<file path="src/include/dac_pkg.sv">
`default_nettype none
package dac_pkg;

   // ------------------------------------------------------------
   // register byte offsets
   // ------------------------------------------------------------
   localparam logic [11:0] SRC_LO_OFS = 12'h0B0;
   localparam logic [11:0] SRC_HI_OFS = 12'h0B4;
   localparam logic [11:0] DST_LO_OFS = 12'h0B8;
   localparam logic [11:0] DST_HI_OFS = 12'h0BC;
   localparam logic [11:0] CTL_LO_OFS = 12'h0C8;

   // ------------------------------------------------------------
   // reset values
   // ------------------------------------------------------------
   localparam logic [31:0] ADDR_RESET = 32'h0000_0000;
   localparam logic [31:0] CTL_RESET = 32'h0206_1201;
   localparam logic [31:0] RSVD_READ = 32'h0000_0000;

   // ------------------------------------------------------------
   // control word field positions
   // ------------------------------------------------------------
   localparam int TYPE_LSB = 20;
   localparam int SRC_BURST_LSB = 14;
   localparam int DST_BURST_LSB = 11;
   localparam int SRC_STEP_LSB = 9;
   localparam int DST_STEP_LSB = 7;
   localparam int SRC_WIDTH_LSB = 4;
   localparam int DST_WIDTH_LSB = 1;

   // ------------------------------------------------------------
   // field encodings
   // ------------------------------------------------------------
   localparam logic [1:0] STEP_INC = 2'h0;
   localparam logic [1:0] STEP_DEC = 2'h1;
   localparam logic [2:0] WIDTH_MAX = 3'h2;
   localparam logic [2:0] TYPE_M2M = 3'h0;
   localparam logic [2:0] TYPE_M2P = 3'h1;
   localparam logic [2:0] TYPE_P2M = 3'h2;
   localparam logic [2:0] TYPE_P2P = 3'h3;
   localparam logic [2:0] TYPE_P2M_PF = 3'h4;
   localparam logic [2:0] TYPE_P2P_SF = 3'h5;
   localparam logic [2:0] TYPE_M2P_PF = 3'h6;
   localparam logic [2:0] TYPE_P2P_DF = 3'h7;
   localparam logic [8:0] BURST_ONE = 9'h001;
   localparam logic [8:0] BURST_BASE = 9'h002;

   typedef enum logic [1:0] {DAC_FLOW_DMA, DAC_FLOW_SRC, DAC_FLOW_DST} dac_flow_t;
   typedef enum logic {DAC_IDLE, DAC_RUN} dac_state_t;

   typedef struct packed {
      logic [31:0] addr;
      logic [2:0] size;
   } dac_item_t;

   // items per burst: 1, then 4 doubling up to 256
   function automatic logic [8:0] dac_burst_len(input logic [2:0] code);
      dac_burst_len = (code == 3'h0) ? BURST_ONE : 9'(BURST_BASE << code);
   endfunction : dac_burst_len

endpackage : dac_pkg

`default_nettype wire

</file>
<file path="src/design/dac_channel.sv">
`timescale 1ns/10ps
`default_nettype none

// How it works
// - source pointer steps after every source item
// - destination pointer steps after every destination item
// - type codes 000-011 keep flow with DMA
// - codes 100-111 give flow to peripheral
// - source request reads one burst of items
// - destination request writes one burst of items
// - burst code 000 is 1, else 4 doubling
// - source step 00 up, 01 down, 1x fixed
// - destination step 00 up, 01 down, 1x fixed
module dac_channel (
   // clock and reset
   input wire logic CLK,
   input wire logic ARST_N,
   input wire logic CE,
   // register bus
   input wire logic PSEL,
   input wire logic PENABLE,
   input wire logic PWRITE,
   input wire logic [11:0] PADDR,
   input wire logic [31:0] PWDATA,
   output logic [31:0] PRDATA,
   output logic PREADY,
   output logic PSLVERR,
   // burst requests from handshaking
   input wire logic SRC_REQ,
   input wire logic DST_REQ,
   // item requests toward the bus master
   output dac_pkg::dac_item_t SRC_ITEM,
   output logic SRC_VALID,
   input wire logic SRC_READY,
   output dac_pkg::dac_item_t DST_ITEM,
   output logic DST_VALID,
   input wire logic DST_READY,
   // status
   output logic SRC_DONE,
   output logic DST_DONE,
   output logic SRC_IS_PERIPH,
   output logic DST_IS_PERIPH,
   output dac_pkg::dac_flow_t FLOW_CTL
);

   // ------------------------------------------------------------
   // register bus decode
   // ------------------------------------------------------------
   logic [31:0] ctl_word;
   logic [31:0] ptr [2];
   logic [2:0] xfer_type_flow_select;
   logic [2:0] burst_code [2];
   logic [1:0] step_mode [2];
   logic [2:0] item_width [2];
   logic req [2];
   logic ready [2];
   logic valid [2];
   logic done [2];
   logic sw_wr_ptr [2];
   logic wr_en;
   logic setup;
   logic hit;

   assign setup = CE && PSEL && !PENABLE;
   assign wr_en = CE && PSEL && PENABLE && PWRITE;
   assign hit = (PADDR == dac_pkg::SRC_LO_OFS) || (PADDR == dac_pkg::SRC_HI_OFS) ||
                (PADDR == dac_pkg::DST_LO_OFS) || (PADDR == dac_pkg::DST_HI_OFS) ||
                (PADDR == dac_pkg::CTL_LO_OFS);
   // frozen clock enable holds the access phase open
   assign PREADY = CE;
   assign PSLVERR = PSEL && PENABLE && !hit;
   assign sw_wr_ptr[0] = wr_en && (PADDR == dac_pkg::SRC_LO_OFS);
   assign sw_wr_ptr[1] = wr_en && (PADDR == dac_pkg::DST_LO_OFS);

   always_ff @(posedge CLK or negedge ARST_N)
   begin
      if (!ARST_N)
         ctl_word <= dac_pkg::CTL_RESET;
      else if (wr_en && PADDR == dac_pkg::CTL_LO_OFS)
         ctl_word <= PWDATA;
   end

   // read data sampled in setup; pointers may move before access
   always_ff @(posedge CLK or negedge ARST_N)
   begin
      if (!ARST_N)
         PRDATA <= dac_pkg::RSVD_READ;
      else if (setup)
      begin
         case (PADDR)
            dac_pkg::SRC_LO_OFS: PRDATA <= ptr[0];
            dac_pkg::DST_LO_OFS: PRDATA <= ptr[1];
            dac_pkg::CTL_LO_OFS: PRDATA <= ctl_word;
            default: PRDATA <= dac_pkg::RSVD_READ;
         endcase
      end
   end

   // ------------------------------------------------------------
   // control field decode
   // ------------------------------------------------------------
   assign xfer_type_flow_select = ctl_word[dac_pkg::TYPE_LSB +: 3];
   assign burst_code[0] = ctl_word[dac_pkg::SRC_BURST_LSB +: 3];
   assign burst_code[1] = ctl_word[dac_pkg::DST_BURST_LSB +: 3];
   assign step_mode[0] = ctl_word[dac_pkg::SRC_STEP_LSB +: 2];
   assign step_mode[1] = ctl_word[dac_pkg::DST_STEP_LSB +: 2];
   assign item_width[0] = ctl_word[dac_pkg::SRC_WIDTH_LSB +: 3];
   assign item_width[1] = ctl_word[dac_pkg::DST_WIDTH_LSB +: 3];

   always_comb
   begin
      SRC_IS_PERIPH = 1'b1;
      DST_IS_PERIPH = 1'b1;
      case (xfer_type_flow_select)
         dac_pkg::TYPE_M2M: {SRC_IS_PERIPH, DST_IS_PERIPH} = 2'h0;
         dac_pkg::TYPE_M2P, dac_pkg::TYPE_M2P_PF: SRC_IS_PERIPH = 1'b0;
         dac_pkg::TYPE_P2M, dac_pkg::TYPE_P2M_PF: DST_IS_PERIPH = 1'b0;
         default: {SRC_IS_PERIPH, DST_IS_PERIPH} = 2'h3;
      endcase
      // top bit hands flow away; bit 1 picks destination side
      if (!xfer_type_flow_select[2])
         FLOW_CTL = dac_pkg::DAC_FLOW_DMA;
      else if (xfer_type_flow_select[1])
         FLOW_CTL = dac_pkg::DAC_FLOW_DST;
      else
         FLOW_CTL = dac_pkg::DAC_FLOW_SRC;
   end

   // ------------------------------------------------------------
   // source and destination engines
   // ------------------------------------------------------------
   assign req[0] = SRC_REQ;
   assign req[1] = DST_REQ;
   assign ready[0] = SRC_READY;
   assign ready[1] = DST_READY;

   for (genvar g = 0; g < 2; g++)
   begin : g_side
      dac_pkg::dac_state_t state;
      logic [8:0] remaining;
      logic [1:0] wsel;
      logic [31:0] step;
      logic take;

      // widths beyond 32 bits are illegal; clamp the stride
      assign wsel = (item_width[g] > dac_pkg::WIDTH_MAX) ? 2'h2 : item_width[g][1:0];
      assign step = 32'h1 << wsel;
      assign valid[g] = (state == dac_pkg::DAC_RUN);
      assign take = CE && valid[g] && ready[g];

      // requests during a running burst are dropped
      always_ff @(posedge CLK or negedge ARST_N)
      begin
         if (!ARST_N)
         begin
            state <= dac_pkg::DAC_IDLE;
            remaining <= 9'h000;
         end
         else if (CE)
         begin
            case (state)
               dac_pkg::DAC_IDLE:
                  if (req[g])
                  begin
                     state <= dac_pkg::DAC_RUN;
                     remaining <= dac_pkg::dac_burst_len(burst_code[g]);
                  end
               dac_pkg::DAC_RUN:
                  if (ready[g])
                  begin
                     remaining <= remaining - 9'h001;
                     if (remaining == 9'h001)
                        state <= dac_pkg::DAC_IDLE;
                  end
               default: state <= dac_pkg::DAC_IDLE;
            endcase
         end
      end

      always_ff @(posedge CLK or negedge ARST_N)
      begin
         if (!ARST_N)
            done[g] <= 1'b0;
         else if (CE)
            done[g] <= take && (remaining == 9'h001);
      end

      // software write beats a simultaneous step
      always_ff @(posedge CLK or negedge ARST_N)
      begin
         if (!ARST_N)
            ptr[g] <= dac_pkg::ADDR_RESET;
         else if (CE && sw_wr_ptr[g])
            ptr[g] <= PWDATA;
         else if (take)
         begin
            case (step_mode[g])
               dac_pkg::STEP_INC: ptr[g] <= ptr[g] + step;
               dac_pkg::STEP_DEC: ptr[g] <= ptr[g] - step;
               default: ptr[g] <= ptr[g];
            endcase
         end
      end
   end

   assign SRC_VALID = valid[0];
   assign DST_VALID = valid[1];
   assign SRC_ITEM = '{addr: ptr[0], size: item_width[0]};
   assign DST_ITEM = '{addr: ptr[1], size: item_width[1]};
   assign SRC_DONE = done[0];
   assign DST_DONE = done[1];
endmodule : dac_channel

`default_nettype wire

</file>
<file path="config.mk">
export PLATFORM = sky130hd
export DESIGN_NAME = dac_channel
export DESIGN_NICKNAME = d
export VERILOG_FILES = /design/src/include/dac_pkg.sv /design/src/design/dac_channel.sv
export SDC_FILE = /design/constraint.sdc
export NUM_CORES = 1
export LEC_CHECK = 0
export BUFFER_PORTS_ARGS = -buffer_cell sky130_fd_sc_hd__buf_2
export CORE_ASPECT_RATIO = 0.9
export CORE_MARGIN = 5
export CORE_UTILIZATION = 45
export CTS_BUF_LIST = sky130_fd_sc_hd__clkbuf_8
export DETAILED_ROUTE_END_ITERATION = 6
export GPL_ROUTABILITY_DRIVEN = 0
export PLACE_DENSITY = 0.68
export SLEW_MARGIN = 20
export SYNTH_ARGS = -nofsm -noshare
export SYNTH_HDL_FRONTEND = slang
export SYNTH_SLANG_ARGS = --single-unit
</file>
<file path="constraint.sdc">
create_clock -name CLK -period 3.9 [get_ports CLK]
set_clock_uncertainty 0.05 [all_clocks]
set_input_delay 0.195 -clock CLK [delete_from_list [all_inputs] [get_ports CLK]]
set_output_delay 0.195 -clock CLK [all_outputs]
set_load 0.05 [all_outputs]
</file>
==> reports/results.ini <==
[clock_tree]
clkSlewWorstSetupHoldPaths_ns = 0.09
insertion_delay_ns = 0.47
clockRootBuffer = clkbuf_8
cts_tree = built
cts_made_buffers = 17
cts_buffer_depth = 2
numClockSinks = 150
htreeDepth = 4
post-cts-setup-buffer-count = 0

[synthesis]
synth_xor_area_share_pct = 4.45
synthesis.area_um2 = 10200
yosysUniqueCellTypes = 66
synth_top_family_by_area = compound AO/OA/AOI/OAI gates
ys_warn_count = 0
yosysTopAreaCell = dfrtp_1
yosys-top-cells-area = dfrtp_1, ha_1, o21ai_0
synth_compound_area_share_pct = 25.9
synth_fa_ha_area_share_pct = 8.47
netlist.area_leader.share_pct = 35.2
syn_inst = 1198
synthMuxAreaShare_pct = 3.60
synthArstFlopShare_pct = 100
ys_seq_area_share_pct = 36.8
synth_area_per_cell_um2 = 8.54
synthSimpleGateAreaFrac_pct = 16.5
ys_ff_latch = 150
ys.flop_type = dfrtp_1
syn_nets = 1320
synth_edf_count = 0

[critical_path]
critical_path.max_fanout = 22
cp.required_ns = 4.23
r2r-start = ctl_word[8]
critPathTopFamily = compound AO/OA/AOI/OAI gates
critPathKind = reg -> reg
cp-start-kind = flop
critPathBufInv = 2
crit_slowest_cell = dfrtp_1
crit_chain = nand2b_1, inv_1, buf_4, ha_1, a21o_1, nor2b_4, o41ai_4, o211ai_2, a31o_4, a21o_1, a311oi_2, xnor2_1, or3_1, a31oi_1
critPathMostFrequentCell = a21o_1
cp-startpoint = ctl_word[8]
arrival_ns = 3.97
max_stage_delay_ns = 0.40
cp-end-kind = flop

[run]
cap_violations = 0

[die]
die_h_um = 153
dieArea_um2 = 25800
floorplan.initialDensity_pct = 45.6
fp.dieW_um = 169
ios = 166
coreArea_um2 = 22400
num_rows = 52

[power_and_ir_drop]
ir_worst_vdd_mv = 0.181
p_int_mw = 2.49
p_leak_nw = 6.01
p_sw_share_pct = 37.6
sequentialPowerShare_pct = 46.6
clkPwrFrac_pct = 29.8
p_per_area_nw_per_um2 = 332
p_switching_mw = 1.50
combPwrFrac_pct = 23.6

[routing]
first_pass_iters = 7
wl_mm = 32.8
vias = 9967
drc_errors = 5
avgViaCountPerCell = 5.96
antenna_left = 0
wl_per_cell_um = 19.6
drt_iter0_drc = 992

[cells_and_area]
drive_above_1_share_pct = 19.9
layout.nets = 1484
area_growth_pct = 17.8
post-route-util_pct = 53.7
antenna_cells = 0
instances_no_fill = 1672

[grt]
grtUsageTotal_pct = 24.7
first_global_vias = 9329
grt_pass1_wl_mm = 51.5
grt_max_degree = 90
grt_antenna_before_repair = 0
global_route.overflow_total = 0

[timing]
max_freq_mhz = 275
hold_violations = 0
grt_setup_unrepaired = no
report.final.slew_viol_count = 0
min_period_ns = 3.64
setup_viol = 0
worst_pin_slew_ns = 0.985
slew_headroom_pct = 34.1
period_share_pct = 93.2
fin_setup_tns_ns = 0

[placement]
place_hpwl_mm = 24.1
placed_cells = 1605
io_buffers = 165

[min_path]
hold_path_startpoint = CE
hold_class = in -> reg

[status]
status = complete, but fails checks
violations = DRC

==> flip-flops by register name, summed over array words and instances (netlist names) <==
name / flops
DST_ITEM: 32
PRDATA: 32
SRC_ITEM: 32
ctl_word: 32
g_side.remaining: 18
DST_DONE: 1
DST_VALID: 1
SRC_DONE: 1
SRC_VALID: 1
==> final timing paths <==
check	slack, ns	endpoint	cells after the start
max	0.26	DST_ITEM[34]	14
min reg2reg	0.44	PRDATA[21]	2
max in group asynchronous	2.62	ctl_word[17]	3
min in group asynchronous	0.28	g_side[1].remaining[2]	2
min	0.1	SRC_DONE	2
max reg2reg	0.26	DST_ITEM[34]	14
==> power groups by stage <==
| stage | sequential, mW | clock (mW) | combinational, mW |
|---|---|---|---|
| 6_report | 1.86 | 1.19 | 0.943 |
| 5_1_grt | 1.88 | 1.28 | 1.04 |
| 4_1_cts | 1.86 | 1.21 | 0.941 |
| 3_5_place_dp | 1.89 | 0 | 0.914 |
| 3_3_place_gp | 1.89 | 0 | 0.900 |
| 2_1_floorplan | 2.02 | 0 | 0.477 |
==> worst register-to-register path: stages (launching register included) <==
cell and delay, ns:
dfrtp_1 0.40, nand2b_1 0.20, inv_1 0.14, buf_4 0.25, ha_1 0.26, a21o_1 0.19
nor2b_4 0.13, o41ai_4 0.31, o211ai_2 0.19, a31o_4 0.28, a21o_1 0.22, a311oi_2 0.30
xnor2_1 0.13, or3_1 0.32, a31oi_1 0.18
==> metal layers <==
layer / vias to the layer above / track usage (%) / part of all wire, %
li1: 4733 / - / -
met4: 0 / 6.88 / 2.5
met5: - / 0 / 0
met1: 4746 / 36.6 / 46
met2: 427 / 36.7 / 43
met3: 61 / 5.22 / 8.2
==> repair_timing <==
action	CTS	global route
gates resized for setup	0	6
endpoints found under the setup margin	0	4
hold endpoints to repair	177	0
hold buffers	35	0
==> layout make-up <==
type                            count  area (µm²)
Multi-Input combinational cell    938        6060
Fill cell                        2140       10400
Tap cell                          297         372
Clock buffer                       18         248
Inverter                           37         139
Timing Repair Buffer              218        1330
Sequential cell                   150        3760
Clock inverter                     14         138
==> cells in the final DEF, fill, tap and decap left out, types with 8 or more instances in the layout <==
| cell | Yosys | final |
|---|---|---|
| a211oi_1 | 10 | 10 |
| a21o_1 | 36 | 36 |
| a21oi_1 | 119 | 119 |
| a222oi_1 | 32 | 32 |
| a31oi_1 | 26 | 26 |
| and3_1 | 8 | 8 |
| buf_2 | 0 | 164 |
| buf_4 | 7 | 17 |
| clkbuf_8 | 0 | 18 |
| dfrtp_1 | 144 | 144 |
| dlygate4sd3_1 | 0 | 35 |
| ha_1 | 66 | 66 |
| inv_1 | 37 | 36 |
| mux2_2 | 30 | 30 |
| nand2_1 | 150 | 150 |
| nand2b_1 | 11 | 10 |
| nand3_1 | 26 | 26 |
| nor2_1 | 90 | 89 |
| nor3_1 | 23 | 22 |
| nor4_1 | 10 | 9 |
| o21a_1 | 9 | 9 |
| o21ai_0 | 125 | 125 |
| xnor2_1 | 35 | 35 |
| xor2_1 | 17 | 17 |
==> cells in the mapped netlist (4+ instances only) <==
cell type,n
nand2_1,150
dfrtp_1,144
o21ai_0,125
a21oi_1,119
nor2_1,90
ha_1,66
clkbuf_1,63
inv_1,37
a21o_1,36
xnor2_1,35
a222oi_1,32
mux2_2,30
a31oi_1,26
nand3_1,26
nor3_1,23
xor2_1,17
nand2b_1,11
a211oi_1,10
nor4_1,10
o21a_1,9
and3_1,8
nor2b_1,8
and2_1,7
buf_4,7
dfstp_2,6
nand4_1,6
o22ai_1,6
or2_2,6
a21boi_0,5
a221oi_1,5
and4_1,5
nand3b_1,5
or3_1,5
o21bai_1,4
==> per-stage QoR <==
stage	hold slack [ns]	instance area (µm²)	total power [mW]	setup slack, ns
6_report	0.0991	12100	4.00	0.265
5_1_grt	0.0997	12100	4.20	0.0121
4_1_cts	0.0763	12000	4.01	0.153
3_5_place_dp	0.279	11300	2.80	0.180
3_3_place_gp	0.284	11300	2.79	0.257
2_1_floorplan	-0.151	10200	2.50	0.229
==> logic make-up after synthesis <==
logic type | after synthesis
buffers and inverters | 110
adder cells (fa/ha/maj) | 68
AND/OR/NAND/NOR | 368
multiplexers | 33
XOR/XNOR | 52
flip-flops | 150
AO/OA/AOI/OAI | 417
Power figures use the tool's default switching activity.
